$ cat src/mdrc_pkg.sv
/*
  Shared constants and types for the multi-domain reset controller.
  Assumes a 32-bit APB with byte addresses in paddr[7:0].
*/
package mdrc_pkg;
  localparam int NFUNC = 5;
  localparam int AW = 8;

  // Register byte offsets
  localparam logic [7:0] OFF_SUBSYS = 8'h00;
  localparam logic [7:0] OFF_BRCFG = 8'h04;
  localparam logic [7:0] OFF_MISC4 = 8'h08;
  localparam logic [7:0] OFF_SROM = 8'h0C;
  localparam logic [7:0] OFF_GUIDH = 8'h10;
  localparam logic [7:0] OFF_GUIDL = 8'h14;
  localparam logic [7:0] OFF_STKCLK = 8'h18;
  localparam logic [7:0] OFF_SDCD = 8'h1C;
  localparam logic [7:0] OFF_SEVT = 8'h20;
  localparam logic [7:0] OFF_SMASK = 8'h24;
  localparam logic [7:0] OFF_SPRES = 8'h28;
  localparam logic [7:0] OFF_SCTL = 8'h2C;
  localparam logic [7:0] OFF_PWRCTL = 8'h30;
  localparam logic [7:0] OFF_CSC = 8'h34;
  localparam logic [7:0] OFF_CSCCFG = 8'h38;
  localparam logic [7:0] OFF_PM0 = 8'h40;
  localparam logic [7:0] OFF_STAT = 8'h5C;
  localparam logic [7:0] OFF_ORD0 = 8'h60;

  // Writable field masks
  localparam logic [31:0] MSK_SROM = 32'h0000_00FF;
  localparam logic [31:0] MSK_24 = 32'h00FF_FFFF;
  localparam logic [31:0] MSK_SPRES = 32'h0000_0C30;

  // Field positions
  localparam int PM_EN_BIT = 8;
  localparam int PM_STS_BIT = 15;
  localparam int PMC_BIT = 31;
  localparam int ST_ARMED_LSB = 8;
  localparam int ST_SIRQ_BIT = 16;

  // Power states and serial interrupt stop-pulse widths
  localparam logic [1:0] PS_D0 = 2'h0;
  localparam logic [1:0] PS_D3 = 2'h3;
  localparam logic [1:0] STOP_QUIET = 2'h2;
  localparam logic [1:0] STOP_CONT = 2'h3;

  // Reset values
  localparam logic [31:0] RST_WORD = 32'h0000_0000;
  localparam logic [3:0] RST_NIB = 4'h0;
  localparam logic [1:0] RST_PS = 2'h0;
  localparam logic RST_SIRQ_CONT = 1'b1;
  localparam logic RST_SYNC = 1'b0;

  typedef struct packed {
    logic global_reset_n;
    logic host_bus_reset_n;
    logic hw_suspend_n;
  } mdrc_pins_t;

  typedef struct packed {
    logic [3:0] sock_evt_set;
    logic [3:0] csc_set;
    logic [NFUNC-1:0] pme_set;
    logic stop_valid;
    logic [1:0] stop_width;
  } mdrc_evt_t;

  typedef struct packed {
    logic sirq_continuous;
    logic [NFUNC-1:0] wake_armed;
    logic global_reset_active;
    logic bus_reset_active;
  } mdrc_stat_t;

  typedef struct packed {
    logic [31:0] subsys, brcfg, misc4;
    logic [7:0] srom;
    logic [31:0] guid_hi, guid_lo;
    logic [23:0] stk_clk, sd_cd;
    logic [3:0] sock_evt, sock_mask, sock_pres;
    logic [2:0] sock_ctl;
    logic [5:0] pwr_ctl;
    logic [3:0] csc, csc_cfg;
    logic [NFUNC-1:0][1:0] pm_state;
    logic [NFUNC-1:0] pme_en, pme_sts, pmc_d3c;
    logic [NFUNC-1:0][31:0] ord;
    logic sirq_cont;
    logic [31:0] rdata;
  } mdrc_regs_t;

  typedef struct packed {
    logic [NFUNC-1:0] armed_hold;
  } mdrc_cls_t;
endpackage

$ cat src/mdrc_sync.sv
/*
  Two-flop synchroniser for a vector of pin levels.
  Assumes the inputs are asynchronous levels; clears to zero, i.e. resets asserted.
*/
`timescale 1ns/10ps
module mdrc_sync #(parameter int W = 3) (
  // Clock and reset
  input wire logic pclk,
  input wire logic presetn,
  input wire logic ce,
  // Levels
  input wire logic [W-1:0] d,
  output logic [W-1:0] q
);
  typedef struct packed {
    logic [W-1:0] s1;
    logic [W-1:0] s2;
  } mdrc_sync_st_t;

  mdrc_sync_st_t st_ff, nxt_st;

  always_comb begin
    nxt_st = st_ff;
    if (ce) begin
      nxt_st.s1 = d;
      nxt_st.s2 = st_ff.s1;
    end
  end

  always_ff @(posedge pclk or negedge presetn) begin
    if (!presetn) begin
      st_ff <= '0;
    end else begin
      st_ff <= nxt_st;
    end
  end

  assign q = st_ff.s2;
endmodule // mdrc_sync

$ cat src/mdrc_rst_class.sv
/*
  Reset-class decoder: turns global reset, bus reset and D3 exits into clears.
  Assumes all inputs are synchronous to pclk.
*/
`timescale 1ns/10ps
module mdrc_rst_class
  import mdrc_pkg::*;
(
  // Clock and reset
  input wire logic pclk,
  input wire logic presetn,
  input wire logic ce,
  // Reset sources
  input wire logic glob_rst,
  input wire logic bus_rst,
  input wire logic [mdrc_pkg::NFUNC-1:0] armed_now,
  input wire logic [mdrc_pkg::NFUNC-1:0] d3_exit,
  // Clears per class
  output logic clr_res,
  output logic [mdrc_pkg::NFUNC-1:0] clr_wake,
  output logic [mdrc_pkg::NFUNC-1:0] clr_ord,
  output logic [mdrc_pkg::NFUNC-1:0] armed_eff
);
  mdrc_cls_t st_ff, nxt_st;

  // The bus reset clears the power state, so the arming seen at its onset is held
  always_comb begin
    nxt_st = st_ff;
    if (ce && !bus_rst) begin
      nxt_st.armed_hold = armed_now;
    end
    if (ce && glob_rst) begin
      nxt_st.armed_hold = '0;
    end
  end

  always_ff @(posedge pclk or negedge presetn) begin
    if (!presetn) begin
      st_ff <= '0;
    end else begin
      st_ff <= nxt_st;
    end
  end

  assign armed_eff = bus_rst ? st_ff.armed_hold : armed_now;
  assign clr_res = glob_rst;
  assign clr_wake = {NFUNC{glob_rst}} | ({NFUNC{bus_rst}} & ~armed_eff);
  assign clr_ord = {NFUNC{glob_rst | bus_rst}} | d3_exit;
endmodule // mdrc_rst_class

$ cat src/mdrc_top.sv
/*
  Multi-domain reset controller with an APB register file.
  Assumes APB on pclk; reset and suspend pins are asynchronous levels.
*/
// Design decisions made here: the register addresses and register access over APB.
`timescale 1ns/10ps
// What this block does
// Global reset returns all state and every register to defaults.
// Bus reset clears all except resistant and armed wake-context registers.
// Bridge identity, config, misc, timing, serial ROM cleared by global only.
// Link unique identifier high and low survive bus reset.
// Stick reader clock control survives bus reset.
// SD card-detect control survives bus reset.
// Wake context kept through bus reset when in D3 with wake enable set.
// Wake context holds socket event, mask, state, control, power, status change.
// Wake context holds each function's wake capability, enable and status bits.
// D3 to D0 clears all but resistant, wake-context and global registers.
// Platform powers rails, then releases global, suspend, bus reset in order.
// Platform runs host bus clock 100 us before releasing bus reset.
// Platform may release global reset before host bus rail powers.
// After global reset, serial interrupt start frame is continuous mode.
// Each register has a reset class decoded from resets and power state.
module mdrc_top
  import mdrc_pkg::*;
(
  // Clock, reset, enable
  input wire logic pclk,
  input wire logic presetn,
  input wire logic ce,
  // APB slave
  input wire logic psel,
  input wire logic penable,
  input wire logic pwrite,
  input wire logic [mdrc_pkg::AW-1:0] paddr,
  input wire logic [31:0] pwdata,
  output logic [31:0] prdata,
  output logic pready,
  output logic pslverr,
  // Reset and suspend pins
  input wire mdrc_pkg::mdrc_pins_t pins,
  // Hardware events
  input wire mdrc_pkg::mdrc_evt_t evt,
  // Status
  output mdrc_pkg::mdrc_stat_t stat
);
  import mdrc_pkg::*;

  mdrc_regs_t st_ff, nxt_st;
  mdrc_pins_t pins_s;
  logic glob_rst, bus_rst, suspended;
  logic clr_res;
  logic [NFUNC-1:0] clr_wake, clr_ord, armed_now, armed_eff, d3_exit;
  logic wr_en, rd_setup;

  // Per-function words sit one word apart from their base offset
  function automatic logic [AW-1:0] slot_addr(input logic [AW-1:0] base, input int f);
    return base + AW'(4 * f);
  endfunction

  function automatic logic is_mapped(input logic [AW-1:0] a);
    logic hit;
    hit = 1'b0;
    case (a)
      OFF_SUBSYS, OFF_BRCFG, OFF_MISC4, OFF_SROM, OFF_GUIDH, OFF_GUIDL,
      OFF_STKCLK, OFF_SDCD, OFF_SEVT, OFF_SMASK, OFF_SPRES, OFF_SCTL,
      OFF_PWRCTL, OFF_CSC, OFF_CSCCFG, OFF_STAT: hit = 1'b1;
      default: hit = 1'b0;
    endcase
    for (int f = 0; f < NFUNC; f++) begin
      if (a == slot_addr(OFF_PM0, f) || a == slot_addr(OFF_ORD0, f)) begin
        hit = 1'b1;
      end
    end
    return hit;
  endfunction

  function automatic logic [31:0] pres_word(input logic [3:0] p);
    return {20'h0_0000, p[3:2], 4'h0, p[1:0], 4'h0};
  endfunction

  function automatic logic [31:0] pm_word(input mdrc_regs_t r, input int f);
    logic [31:0] w;
    w = RST_WORD;
    w[1:0] = r.pm_state[f];
    w[PM_EN_BIT] = r.pme_en[f];
    w[PM_STS_BIT] = r.pme_sts[f];
    w[PMC_BIT] = r.pmc_d3c[f];
    return w;
  endfunction

  function automatic logic [31:0] rd_word(input logic [AW-1:0] a, input mdrc_regs_t r,
                                          input mdrc_pins_t p, input logic [NFUNC-1:0] arm);
    logic [31:0] w;
    w = RST_WORD;
    case (a)
      OFF_SUBSYS: w = r.subsys;
      OFF_BRCFG: w = r.brcfg;
      OFF_MISC4: w = r.misc4;
      OFF_SROM: w = {24'h00_0000, r.srom};
      OFF_GUIDH: w = r.guid_hi;
      OFF_GUIDL: w = r.guid_lo;
      OFF_STKCLK: w = {8'h00, r.stk_clk};
      OFF_SDCD: w = {8'h00, r.sd_cd};
      OFF_SEVT: w = {28'h000_0000, r.sock_evt};
      OFF_SMASK: w = {28'h000_0000, r.sock_mask};
      OFF_SPRES: w = pres_word(r.sock_pres);
      OFF_SCTL: w = {25'h000_0000, r.sock_ctl, 4'h0};
      OFF_PWRCTL: w = {24'h00_0000, r.pwr_ctl, 2'h0};
      OFF_CSC: w = {28'h000_0000, r.csc};
      OFF_CSCCFG: w = {28'h000_0000, r.csc_cfg};
      OFF_STAT: begin
        w[2:0] = {p.hw_suspend_n, p.host_bus_reset_n, p.global_reset_n};
        w[ST_ARMED_LSB +: NFUNC] = arm;
        w[ST_SIRQ_BIT] = r.sirq_cont;
      end
      default: w = RST_WORD;
    endcase
    for (int f = 0; f < NFUNC; f++) begin
      if (a == slot_addr(OFF_PM0, f)) begin
        w = pm_word(r, f);
      end
      if (a == slot_addr(OFF_ORD0, f)) begin
        w = r.ord[f];
      end
    end
    return w;
  endfunction

  // Resistant class: only the global reset reaches it
  function automatic mdrc_regs_t clr_resistant(input mdrc_regs_t r);
    mdrc_regs_t o;
    o = r;
    o.subsys = RST_WORD;
    o.brcfg = RST_WORD;
    o.misc4 = RST_WORD;
    o.srom = MSK_SROM[7:0] & RST_WORD[7:0];
    o.guid_hi = RST_WORD;
    o.guid_lo = RST_WORD;
    o.stk_clk = MSK_24[23:0] & RST_WORD[23:0];
    o.sd_cd = MSK_24[23:0] & RST_WORD[23:0];
    o.sirq_cont = RST_SIRQ_CONT;
    return o;
  endfunction

  // Socket wake context belongs to the bridge function
  function automatic mdrc_regs_t clr_socket(input mdrc_regs_t r);
    mdrc_regs_t o;
    o = r;
    o.sock_evt = RST_NIB;
    o.sock_mask = RST_NIB;
    o.sock_pres = RST_NIB;
    o.sock_ctl = RST_NIB[2:0];
    o.pwr_ctl = MSK_SPRES[5:0] & RST_WORD[5:0];
    o.csc = RST_NIB;
    o.csc_cfg = RST_NIB;
    return o;
  endfunction

  // Wake capability, enable and status of one function
  function automatic mdrc_regs_t clr_pm_wake(input mdrc_regs_t r, input int f);
    mdrc_regs_t o;
    o = r;
    o.pme_en[f] = 1'b0;
    o.pme_sts[f] = 1'b0;
    o.pmc_d3c[f] = 1'b0;
    return o;
  endfunction

  // Pins cross into pclk before any decode
  mdrc_sync #(.W(3)) u_sync (
    .pclk(pclk),
    .presetn(presetn),
    .ce(ce),
    .d(pins),
    .q(pins_s)
  );

  assign glob_rst = ~pins_s.global_reset_n;
  assign bus_rst = ~pins_s.host_bus_reset_n;
  assign suspended = ~pins_s.hw_suspend_n;

  // A function is armed only while parked in D3 with its wake enable set
  always_comb begin
    for (int f = 0; f < NFUNC; f++) begin
      armed_now[f] = (st_ff.pm_state[f] == PS_D3) && st_ff.pme_en[f];
    end
  end

  // Suspend disables the bus side: writes are refused, reads still answer
  assign wr_en = ce && psel && penable && pwrite && is_mapped(paddr) && !suspended;
  assign rd_setup = ce && psel && !penable && !pwrite;

  // Only a write that leaves D3 for D0 counts; other state moves keep scratch
  always_comb begin
    for (int f = 0; f < NFUNC; f++) begin
      d3_exit[f] = wr_en && paddr == slot_addr(OFF_PM0, f) && st_ff.pm_state[f] == PS_D3
                   && pwdata[1:0] == PS_D0;
    end
  end

  mdrc_rst_class u_cls (
    .pclk(pclk),
    .presetn(presetn),
    .ce(ce),
    .glob_rst(glob_rst),
    .bus_rst(bus_rst),
    .armed_now(armed_now),
    .d3_exit(d3_exit),
    .clr_res(clr_res),
    .clr_wake(clr_wake),
    .clr_ord(clr_ord),
    .armed_eff(armed_eff)
  );

  always_comb begin
    nxt_st = st_ff;
    if (ce) begin
      if (rd_setup) begin
        nxt_st.rdata = rd_word(paddr, st_ff, pins_s, armed_eff);
      end
      if (wr_en) begin
        case (paddr)
          OFF_SUBSYS: nxt_st.subsys = pwdata;
          OFF_BRCFG: nxt_st.brcfg = pwdata;
          OFF_MISC4: nxt_st.misc4 = pwdata;
          OFF_SROM: nxt_st.srom = pwdata[7:0];
          OFF_GUIDH: nxt_st.guid_hi = pwdata;
          OFF_GUIDL: nxt_st.guid_lo = pwdata;
          OFF_STKCLK: nxt_st.stk_clk = pwdata[23:0];
          OFF_SDCD: nxt_st.sd_cd = pwdata[23:0];
          OFF_SEVT: nxt_st.sock_evt = st_ff.sock_evt & ~pwdata[3:0];
          OFF_SMASK: nxt_st.sock_mask = pwdata[3:0];
          OFF_SPRES: nxt_st.sock_pres = {pwdata[11:10], pwdata[5:4]};
          OFF_SCTL: nxt_st.sock_ctl = pwdata[6:4];
          OFF_PWRCTL: nxt_st.pwr_ctl = pwdata[7:2];
          OFF_CSC: nxt_st.csc = st_ff.csc & ~pwdata[3:0];
          OFF_CSCCFG: nxt_st.csc_cfg = pwdata[3:0];
          default: nxt_st.srom = nxt_st.srom;
        endcase
        for (int f = 0; f < NFUNC; f++) begin
          if (paddr == slot_addr(OFF_PM0, f)) begin
            nxt_st.pm_state[f] = pwdata[1:0];
            nxt_st.pme_en[f] = pwdata[PM_EN_BIT];
            nxt_st.pmc_d3c[f] = pwdata[PMC_BIT];
            if (pwdata[PM_STS_BIT]) begin
              nxt_st.pme_sts[f] = 1'b0;
            end
          end
          if (paddr == slot_addr(OFF_ORD0, f)) begin
            nxt_st.ord[f] = pwdata;
          end
        end
      end
      // Hardware sets land after software clears so a same-cycle event survives
      nxt_st.sock_evt = nxt_st.sock_evt | evt.sock_evt_set;
      nxt_st.csc = nxt_st.csc | evt.csc_set;
      nxt_st.pme_sts = nxt_st.pme_sts | evt.pme_set;
      // Stop pulse width picks the next start-frame mode
      if (evt.stop_valid && evt.stop_width == STOP_QUIET) begin
        nxt_st.sirq_cont = 1'b0;
      end else if (evt.stop_valid && evt.stop_width == STOP_CONT) begin
        nxt_st.sirq_cont = 1'b1;
      end
      // Reset clears land last so they outrank same-cycle writes and events
      if (clr_res) begin
        nxt_st = clr_resistant(nxt_st);
      end
      if (clr_wake[0]) begin
        nxt_st = clr_socket(nxt_st);
      end
      // Bus reset returns the power state to D0 once the arming is latched
      for (int f = 0; f < NFUNC; f++) begin
        if (clr_wake[f]) begin
          nxt_st = clr_pm_wake(nxt_st, f);
        end
        if (clr_ord[f]) begin
          nxt_st.ord[f] = RST_WORD;
        end
        if (clr_ord[f] && !d3_exit[f]) begin
          nxt_st.pm_state[f] = RST_PS;
        end
      end
    end
  end

  always_ff @(posedge pclk or negedge presetn) begin
    if (!presetn) begin
      st_ff <= '0;
      st_ff.sirq_cont <= RST_SIRQ_CONT;
    end else begin
      st_ff <= nxt_st;
    end
  end

  // Zero-wait slave: read data was captured in the setup cycle
  assign pready = 1'b1;
  assign pslverr = psel && penable && (!is_mapped(paddr) || (pwrite && suspended));
  assign prdata = st_ff.rdata;

  assign stat.sirq_continuous = st_ff.sirq_cont;
  assign stat.wake_armed = armed_eff;
  assign stat.global_reset_active = glob_rst;
  assign stat.bus_reset_active = bus_rst;
endmodule // mdrc_top

$ cat config.mk
export PLATFORM = sky130hd
export DESIGN_NAME = mdrc_top
export DESIGN_NICKNAME = d
export VERILOG_FILES = /design/src/mdrc_pkg.sv /design/src/mdrc_sync.sv /design/src/mdrc_rst_class.sv /design/src/mdrc_top.sv
export SDC_FILE = /design/constraint.sdc
export NUM_CORES = 1
export LEC_CHECK = 0
export BUFFER_PORTS_ARGS = -buffer_cell sky130_fd_sc_hd__buf_4
export CAP_MARGIN = 20
export CORE_ASPECT_RATIO = 0.5
export CORE_MARGIN = 5
export CORE_UTILIZATION = 33
export DETAILED_ROUTE_END_ITERATION = 10
export PLACE_DENSITY = 0.57
export SLEW_MARGIN = 25
export SYNTH_ARGS = -nofsm -noshare
export SYNTH_HDL_FRONTEND = slang
export SYNTH_HIERARCHICAL = 1
export SYNTH_SLANG_ARGS = --single-unit
export TNS_END_PERCENT = 1
$ cat constraint.sdc
create_clock -name pclk -period 5.06 [get_ports pclk]
set_clock_uncertainty 0.1 [all_clocks]
set_input_delay 1.012 -clock pclk [delete_from_list [all_inputs] [get_ports pclk]]
set_output_delay 1.012 -clock pclk [all_outputs]
set_load 0.01 [all_outputs]
After elaboration in Yosys (flattened, before gate mapping)
Cells that the tools add are included.
{"block": "op_classes", "n_mux": 94, "order_cmp": 0, "eq_ne": 32, "shifts": 0, "n_addsub": 0, "reduce_logical": 57, "div_mod_pow": 0, "mul": 0, "bitwise_logic": 14}
{"cell": "463-bit 2-to-1 mux", "count": 3}
{"cell": "430-bit 2-to-1 mux", "count": 2}
{"cell": "32-bit 2-to-1 mux", "count": 26}
{"cell": "247-bit 2-to-1 mux", "count": 1}
{"cell": "208-bit 2-to-1 mux", "count": 1}
{"cell": "207-bit 2-to-1 mux", "count": 1}
{"cell": "206-bit 2-to-1 mux", "count": 1}
{"cell": "205-bit 2-to-1 mux", "count": 1}
{"cell": "204-bit 2-to-1 mux", "count": 1}
{"cell": "15-bit one-hot mux with 7 select lines", "count": 1}
{"cell": "8-bit by 7-bit == test with 1-bit output, second input constant", "count": 11}
{"cell": "5-bit one-hot mux with 15 select lines", "count": 1}
{"cell": "8-bit by 6-bit == test with 1-bit output, second input constant", "count": 7}
{"cell": "24-bit 2-to-1 mux", "count": 2}
{"cell": "5-bit one-hot mux with 9 select lines", "count": 1}
{"cell": "3-bit one-hot mux with 14 select lines", "count": 1}
{"cell": "1-bit logical AND", "count": 39}
{"cell": "8-bit by 5-bit == test with 1-bit output, second input constant", "count": 4}
{"cell": "1-bit 2-to-1 mux", "count": 28}
{"cell": "3-bit one-hot mux with 7 select lines", "count": 1}
{"cell": "2-bit 2-to-1 mux", "count": 10}
{"cell": "4-bit 2-to-1 mux", "count": 5}
{"cell": "8-bit by 4-bit == test with 1-bit output, second input constant", "count": 2}
{"cell": "16-bit OR reduction", "count": 1}
{"cell": "other kinds (20)", "count": 46}
{"block": "word_totals", "mem_count": 0, "inputBits": 65, "mem_bits_ro": 0, "ff_bits": 474, "ram_bits": 0, "latch_bits": 0, "word_cells": 230}

Longest topological paths before layout
Gate-level depths: netlist of run 1.
{"block": "depth", "depth_word": 29, "mapped_depth": 16}

Modules after synthesis
The synthesis of run 1 kept the hierarchy.
{"mod": "mdrc_top", "n_inst": 1, "cells_per_inst": 1963, "seq_area_each_um2": 11587.4, "area_each_um2": 21650.8}
{"mod": "mdrc_rst_class", "n_inst": 1, "cells_per_inst": 50, "seq_area_each_um2": 125.1, "area_each_um2": 394.1}
{"mod": "mdrc_sync", "n_inst": 1, "cells_per_inst": 16, "seq_area_each_um2": 150.1, "area_each_um2": 274.0}

Worst setup path before layout of run 1
Ideal clock, no wire load.
{"block": "synth_path", "kind": "in2reg", "start": "in paddr[7] in the netlist's numbering", "end": "reg st_ff[100] in the netlist's numbering", "path_buffers": 5, "setup_slack_ns": 1.034, "path_stages": 15, "setup_ns": 0.096, "t_arrival_ns": 3.830, "cell_sequence": "clkbuf_1 nand4bb_1 nor2_8 a211oi_4 a21oi_4 buf_6 buf_4 nand2_1 nor2_1 or3_1 clkbuf_1 o21ai_1 clkbuf_1 nand2_1 o31ai_1"}
{"block": "synth_between", "word_cells_on_any_way": 57, "classes_between": "eq/ne (25); mux (19); bitwise (1); reduce/logical (12)"}
{"item": "start, declared", "line_no": "mdrc_top.sv:34", "rtl": "input wire logic [mdrc_pkg::AW-1:0] paddr,"}
{"item": "8-bit by 3-bit == test with 1-bit output (tied with other cells)", "line_no": "mdrc_top.sv:63", "rtl": "case (a)"}
{"item": "16-bit OR reduction", "line_no": "mdrc_top.sv:63"}
{"item": "1-bit 2-to-1 mux", "line_no": "mdrc_top.sv:63"}
{"item": "1-bit 2-to-1 mux (5 in a row)", "line_no": "mdrc_top.sv:70", "rtl": "if (a == slot_addr(OFF_PM0, f) || a == slot_addr(OFF_ORD0, f)) begin"}
{"item": "1-bit logical AND (2 in a row)", "line_no": "mdrc_top.sv:190", "rtl": "assign wr_en = ce && psel && penable && pwrite && is_mapped(paddr) && !suspended;"}
{"item": "1-bit logical AND (*) (2 in a row)", "line_no": "mdrc_top.sv:196", "rtl": "d3_exit[f] = wr_en && paddr == slot_addr(OFF_PM0, f) && st_ff.pm_state[f] == PS_D3"}
{"item": "1-bit logical AND (*)", "line_no": "mdrc_top.sv:197", "rtl": "&& pwdata[1:0] == PS_D0;"}
{"item": "via d3_exit[2]", "line_no": "mdrc_top.sv:52", "rtl": "logic [NFUNC-1:0] clr_wake, clr_ord, armed_now, armed_eff, d3_exit;"}
{"item": "5-bit bitwise OR (*)", "line_no": "mdrc_rst_class.sv:48", "rtl": "assign clr_ord = {NFUNC{glob_rst | bus_rst}} | d3_exit;"}
{"item": "via clr_ord[2]", "line_no": "mdrc_top.sv:52"}
{"item": "32-bit 2-to-1 mux (*)", "line_no": "mdrc_top.sv:276", "rtl": "if (clr_ord[f]) begin"}
{"item": "207-bit 2-to-1 mux (*)", "line_no": "mdrc_top.sv:273", "rtl": "if (clr_wake[f]) begin"}
{"item": "208-bit 2-to-1 mux (*)", "line_no": "mdrc_top.sv:273"}
{"item": "end signal, assigned", "line_no": "mdrc_top.sv:291", "rtl": "st_ff <= nxt_st;"}
{"item": "end, declared", "line_no": "mdrc_top.sv:48", "rtl": "mdrc_regs_t st_ff, nxt_st;"}
The timed path passes the listed nets; every way through them passes the cells marked *. The select of a mux whose other input is x is not followed.
A chain may end at the register's enable or synchronous reset.

Worst setup path after layout of run 1
{"block": "layout_path", "start": "in paddr[4] in the netlist's numbering", "end": "out pslverr"}
{"block": "layout_between", "elab_chain_len": 11, "word_cells_on_any_way": 41, "classes_between": "eq/ne (25); mux (6); reduce/logical (10)"}
{"item": "8-bit by 3-bit == test with 1-bit output (tied with other cells)", "line_no": "mdrc_top.sv:63"}
{"item": "16-bit OR reduction", "line_no": "mdrc_top.sv:63"}
{"item": "1-bit 2-to-1 mux", "line_no": "mdrc_top.sv:63"}
{"item": "1-bit 2-to-1 mux (4 in a row)", "line_no": "mdrc_top.sv:70"}
{"item": "1-bit 2-to-1 mux (*)", "line_no": "mdrc_top.sv:70"}
{"item": "1-bit zero test (*)", "line_no": "mdrc_top.sv:297", "rtl": "assign pslverr = psel && penable && (!is_mapped(paddr) || (pwrite && suspended));"}
{"item": "1-bit logical OR (*)", "line_no": "mdrc_top.sv:297"}
{"item": "1-bit logical AND (*)", "line_no": "mdrc_top.sv:297"}
{"item": "end, declared", "line_no": "mdrc_top.sv:38", "rtl": "output logic pslverr,"}
Mark *: on every way between the ends. The rest lies on a longest branch, timed or not.

==> results.toml, run 1 <==
[cts]
clock_sinks = 474
tritoncts = "yes"
clock_latency_ps = 590
hold_buffers = 0
cts_resized = 0
cts-buffers-inserted = 48
cts_root_buffer = "clkbuf_16"
cts_buffer_depth = 3
post_cts_buffers = 0
clk_pin_slew_worst_paths_ps = 60
h-tree-depth = 2

[worst_setup_path]
path_common_cell = "buf_4"
slowest_stage = "nor4bb_1"
crit_path_start = "paddr[4]"
critPathTopFamily = "simple AND/OR/NAND/NOR gates"
r2r-start = "u_sync/q[2]"
path_cells = "buf_4 -> nor4bb_1 -> and2_1 -> a211oi_4 -> buf_4 -> a21oi_1 -> nor2_1 -> buf_4"
cp_slowest_stage_delay_ps = 690
rrSetupSlack_ps = 1670
cp-start-kind = "primary input"
crit_buf_inv = 3
crit_type = "primary input to primary output"
crit_path_end_kind = "primary output"
worstPathRequired_ps = 3950
cp_max_fo = 26
arrival_ps = 3010

[route]
routedWlPerCell_um = 30.8
detail_route.first_pass.iterations = 6
route.vias.total = 18800
wl_um = 91400
dr.first_iter.drc_count = 2487
drc = 0
ant_nets = 0
viasPerCell = 6.34

[floorplan]
die_w_um = 378
core_um2 = 67000
die-area_um2 = 73300
start_util_pct = 33.3
rows = 67
ioPinCount = 107
die_y_um = 194

[synthesis]
avgSynthCellArea_um2 = 11.0
netlist_area_um2 = 22300
synth_fp_nets = 2094
netlist.area_leader.share_pct = 53.0
synth_cells = 2029
synth_seq_cells = 474
yosys-top-cells-area = "dfrtp_1 53%, a22o_1 14%, a22oi_1 2.8%"
yosys.area.top_type = "dfrtp_1"
synth_ff_type = "dfrtp_1"
synth_warnings = 6
synth-edff-count = 0
synth.distinct_cells = 80
async_flop_share_pct = 100
seq_area_frac_synth_pct = 53.2

[pwr]
p_leak_uw = 0.0112
p_switching_uw = 2400
internal_power_uw = 6220
pwr-share-clk_pct = 42.2
power_frac_seq_pct = 46.1
combPwrFrac_pct = 11.7
irDropWorstVdd_v = 0.000221
switching_share_pct = 27.9
power.density_nw_per_um2 = 335

[finish]
syn2layout_area_growth_pct = 15.3
nets = 2102
drive_gt1_share_pct = 17.1
fin_cells = 2971
fill_cells = 6414

[job]
maxCapViolations = 0

[timing]
finalHoldViolations = 0
tns_ps = 0
slew_viol_final = 0
min_period_ps = 4130
setup_viol = 0
maxSlewHeadroom_pct = 27.3
max_freq_mhz = 242
holdWs_ps = 253
rsz0062_at_grt = "false"
fin_crit_sh_pct = 81.5
tightest_slew_ps = 1090

[min_path]
hold_class = "primary input to asynchronous set/reset pin"

[global_routing]
grt_max_degree = 110
grtUsageTotal_pct = 24.2
grt_pass1_wl_um = 132000
antenna_found_initial = 1
grt_pass1_vias = 18300
grt_overflow = 0

[placed_design]
gp_congestion = 0.904
place.port_buffers = 105
place_inst = 2883
dp_hpwl_um = 57800

[outcome]
status = "finished, final reports clean"
-- worst paths after layout --
path,to,cells past startpoint
hold / removal,st_ff[106],1
setup reg to reg,st_ff[170],6
hold reg to reg,st_ff[162],2
max in group asynchronous,st_ff[126],3
min in group pclk,st_ff[162],2
setup / recovery,pslverr,8
-- worst reg2reg max path: stages, from the launching register on --
cell and delay, ps:
dfrtp_1 490, inv_1 450, buf_4 390, or3_1 660
nor4_4 350, buf_4 590, a22o_1 290
-- metal layers --
metal | vias to the layer above | track usage, % | part of all wire, % | wire [µm]
met3 | 169 | 5.71 | 11 | 9760
met5 | - | 0 | 0 | 0
met4 | 0 | 7.52 | 3.2 | 2970
met2 | 1164 | 34.9 | 42 | 38700
li1 | 7717 | - | - | -
met1 | 9792 | 35.7 | 44 | 40000
-- cells in the final DEF (no fill, tap or decap), types with 10 or more instances in the layout --
master / Yosys / routed
dfrtp_1: 473 / 473
a22o_1: 351 / 351
buf_4: 42 / 189
nand2_1: 138 / 138
nor2_1: 98 / 96
o21ai_0: 93 / 86
a22oi_1: 83 / 83
a21oi_1: 57 / 57
clkbuf_16: 0 / 48
nand2b_1: 46 / 46
mux2i_1: 38 / 38
o22ai_1: 29 / 29
a221oi_1: 27 / 27
nand3_1: 25 / 25
nor3_1: 32 / 25
mux2_2: 25 / 25
a32o_1: 21 / 21
inv_1: 19 / 19
clkbuf_8: 0 / 16
a31oi_1: 15 / 15
nor2b_1: 12 / 12
and3_1: 11 / 11
o21ai_4: 0 / 10
or3_1: 11 / 10
o32ai_1: 10 / 10
o221ai_1: 10 / 10
o2bb2ai_1: 10 / 10
clkbuf_1: 133 / 10
-- cells by family after synthesis --
family / after synthesis / share of synthesized area [%]
compound gates: 797 / 28.0
flops: 474 / 53.2
simple gates: 424 / 9.63
mux: 71 / 3.57
buf+inv: 262 / 5.61
other cells: 1 / 0.0168
-- through the flow --
stage	setup WS, ps	area, µm²	utilization, %	power [µW]
after floorplan	1030	22300	-	4530
after global placement	779	24100	36.0	5030
after detailed placement	793	24100	36.0	5040
after CTS	987	25700	38.4	8630
after global routing	914	25700	38.4	8880
final	935	25700	38.4	8630
-- registers in the layout (all words and copies together) (netlist names) --
signal / flops
st_ff: 430
prdata: 32
u_cls/st_ff: 5
u_sync/q: 3
u_sync/st_ff: 3
stat: 1
-- power by group through the flow --
stage          registers (µW)  logic [µW]  clock network, µW
2_1_floorplan            4000         533                  0
3_3_place_gp             4050         980                  0
3_5_place_dp             4050         990                  0
4_1_cts                  3980         992               3660
5_1_grt                  3980        1070               3830
6_report                 3980        1010               3640
-- area by class of cell --
class	instances	area [µm²]	area share (%)
clock buffers	74	1460	5.67
inverters	19	71.3	0.277
clock inverters	12	124	0.481
repair buffers	201	1670	6.49
multi-input cells	1293	9420	36.6
flip-flops and latches	474	11900	46.1
well taps	897	1120	4.36
diodes	1	2.50	0.00972
-- Yosys cell counts, drive strengths merged, types with 6 or more instances --
cell type / n
a21o: 6
nand3: 25
o221ai: 10
a31oi: 15
o22ai: 29
or3: 11
o31ai: 8
a221o: 8
o211ai: 7
nor3b: 7
a32oi: 7
o32ai: 10
buf: 109
o21ai: 98
a21oi: 58
a22o: 351
nor2b: 12
o2bb2ai: 10
inv: 19
nor3: 36
and2: 8
dfrtp: 473
o31a: 9
nor2: 99
mux2: 31
clkbuf: 134
mux2i: 38
a221oi: 27
a211oi: 6
a22oi: 83
a32o: 21
nand2b: 46
nand2: 138
and3: 11
No activity file was read; power rests on OpenSTA's default activity.
==> run 2, diff against run 1 <==
--- a/config.mk
+++ b/config.mk
@@ -5,6 +5,7 @@
 export SDC_FILE = /design/constraint.sdc
 export NUM_CORES = 1
 export LEC_CHECK = 0
+export ABC_AREA = 1
 export BUFFER_PORTS_ARGS = -buffer_cell sky130_fd_sc_hd__buf_4
 export CAP_MARGIN = 20
 export CORE_ASPECT_RATIO = 0.5
==> constraint.sdc (replaced) <==
create_clock -name pclk -period 3.85 [get_ports pclk]
set_clock_uncertainty 0.1 [all_clocks]
set_input_delay 0.77 -clock pclk [delete_from_list [all_inputs] [get_ports pclk]]
set_output_delay 0.77 -clock pclk [all_outputs]
set_load 0.01 [all_outputs]
==> results.toml, run 2 <==
[finish]
layout_commonest_cell = "nand2_1"
regMostFlops = "st_ff"
nets = 2989
mostFrequentLayoutCells = "511 x nand2_1, 504 x inv_1, 473 x dfrtp_1"
largest_reg_flops = 430
syn2layout_area_growth_pct = 16.4
drive_gt1_share_pct = 11.6
fin_cells = 3861

[synthesis]
synth_fp_nets = 2905
synth_ff_type = "dfrtp_1"
synth.distinct_cells = 44
seq_area_frac_synth_pct = 52.3
netlist_area_um2 = 22700
synth-edff-count = 0
yosys.area.top_type = "dfrtp_1"
async_flop_share_pct = 100
synth-simple-area-share_pct = 17.9
synth_compound_area_share_pct = 16.9
synth_top_family_by_area = "simple AND/OR/NAND/NOR gates"
synth_cells = 2840
synth_mux_area_share_pct = 0.248
synth_warnings = 6
synth_xor_area_share_pct = 0
yosysMostFrequentCell = "nand2_1"
synth.top_cells.by_count = "511 x nand2_1, 504 x inv_1, 473 x dfrtp_1"
netlist.area_leader.share_pct = 52.2
avgSynthCellArea_um2 = 7.98
synthAdderAreaFrac_pct = 0
yosys-top-cells-area = "dfrtp_1 52%, nand2_1 8.5%, o21ai_0 8.4%"
synth_seq_cells = 474

[pwr]
total_power_uw = 10800
irDropWorstVdd_v = 0.000269
power.density_nw_per_um2 = 410
p_leak_uw = 0.0114

[route]
detail_route.first_pass.iterations = 6
route.vias.total = 19700
wl_um = 73600
viasPerCell = 5.10
drc = 0
ant_nets = 0
dr.first_iter.drc_count = 2221
routedWlPerCell_um = 19.1

[placed_design]
gp_congestion = 0.901
dp_hpwl_um = 50900
place.port_buffers = 105
place_inst = 3771

[global_routing]
grt_pass1_wl_um = 113000
grt_overflow = 0
antenna_found_initial = 1
grtUsageTotal_pct = 19.4
grt_max_degree = 96
grt_pass1_vias = 18400

[outcome]
status = "finished, final reports clean"

[cts]
hold_buffers = 0
cts-buffers-inserted = 48
tritoncts = "yes"
cts_resized = 0
cts_root_buffer = "clkbuf_16"
clock_sinks = 474
post_cts_buffers = 0
cts_buffer_depth = 3
clock_latency_ps = 570
h-tree-depth = 2
clk_pin_slew_worst_paths_ps = 60

[timing]
tightest_slew_ps = 1050
min_period_ps = 3150
rsz0062_at_grt = "false"
setup_viol = 0
tns_ps = 0
maxSlewHeadroom_pct = 29.6
slew_viol_final = 0
max_freq_mhz = 318
finalHoldViolations = 0
fin_crit_sh_pct = 81.8

[floorplan]
die-area_um2 = 74300
core_um2 = 67500
ioPinCount = 107
rows = 67
die_y_um = 195
start_util_pct = 33.6
die_w_um = 381

[worst_setup_path]
reg2reg_to = "st_ff[231]"
cp_max_fo = 64
r2r-start = "u_sync/q[1]"
crit_path_end_kind = "register"
worstPathRequired_ps = 4240
cp-start-kind = "primary input"
crit_type = "primary input to register"
arrival_ps = 3530
rrSetupSlack_ps = 920
r2r_cells = 8

[min_path]
hold_class = "primary input to asynchronous set/reset pin"

[job]
maxCapViolations = 0
-- run 2: cell count changes after synthesis, sizes merged, moves of 44 or more --
cell    delta
a22o     -351
a22oi     -83
clkbuf    -44
inv      +496
nand2    +375
nand2b    -46
nand3    +195
nor2      +87
o21ai    +350
o22ai     +80
-- run 2: kinds of logic (layout without fill, tap and decap cells) --
kind of cell / count (synthesis) / after routing
compound gates: 697 / 697
buf+inv: 697 / 820
flops: 474 / 474
mux: 5 / 5
other cells: 1 / 2
simple gates: 966 / 966
-- run 2: cell type report --
class,count,area [µm²]
flip-flops and latches,474,11900
diodes,1,2.50
inverters,523,1960
clock buffers,73,1440
clock inverters,16,120
fillers,6876,41100
repair buffers,208,1810
well taps,897,1120
multi-input cells,1669,8050
-- run 2: critical path, cell delays in order --
cell and delay (ps):
buf_4 110, inv_1 50, nand2_2 50, buf_4 150, nor2_2 300, nand2_1 190
nand3_1 160, nor2_1 60, nand3_2 100, nand2_4 120, buf_4 230, clkinv_2 160
buf_12 220, nand2_1 130, a21oi_4 190, buf_12 250, nand3_1 110, o21ai_0 100
-- run 2: how the worst max path moves through the flow --
stage,endpoint,slack (ps),from,cells after the start
detailed placement,st_ff[153],180,paddr[1],18
CTS,st_ff[153],770,paddr[1],18
global placement,st_ff[231],210,paddr[0],16
finish,st_ff[153],700,paddr[1],18
floorplan,st_ff[130],510,paddr[1],18
global route,st_ff[64],380,paddr[1],19
-- run 2: metal layers --
metal | part of all wire (%) | vias up | wire (µm) | global-route usage (%)
met5 | 0 | - | 0 | 0
met4 | 1.6 | 0 | 1210 | 3.67
met3 | 8.7 | 93 | 6370 | 3.92
met2 | 41 | 743 | 30300 | 28.1
met1 | 49 | 9582 | 35700 | 29.9
li1 | - | 9284 | - | -
-- run 2: power breakdown --
| group | internal (µW) | switching, µW |
|---|---|---|
| clock | 2640 | 2030 |
| combinational | 314 | 667 |
| sequential | 5090 | 73.0 |
| total | 8050 | 2770 |
-- run 2: through the flow --
step                      utilization [%]  hold WS [ps]  setup WS, ps  cell area (µm²)
after floorplan                         -           342           510            22700
after global placement               36.8           359           211            24800
after detailed placement             36.8           361           179            24800
after CTS                            39.1           200           770            26400
after global routing                 39.1           207           382            26400
final                                39.1           152           702            26400
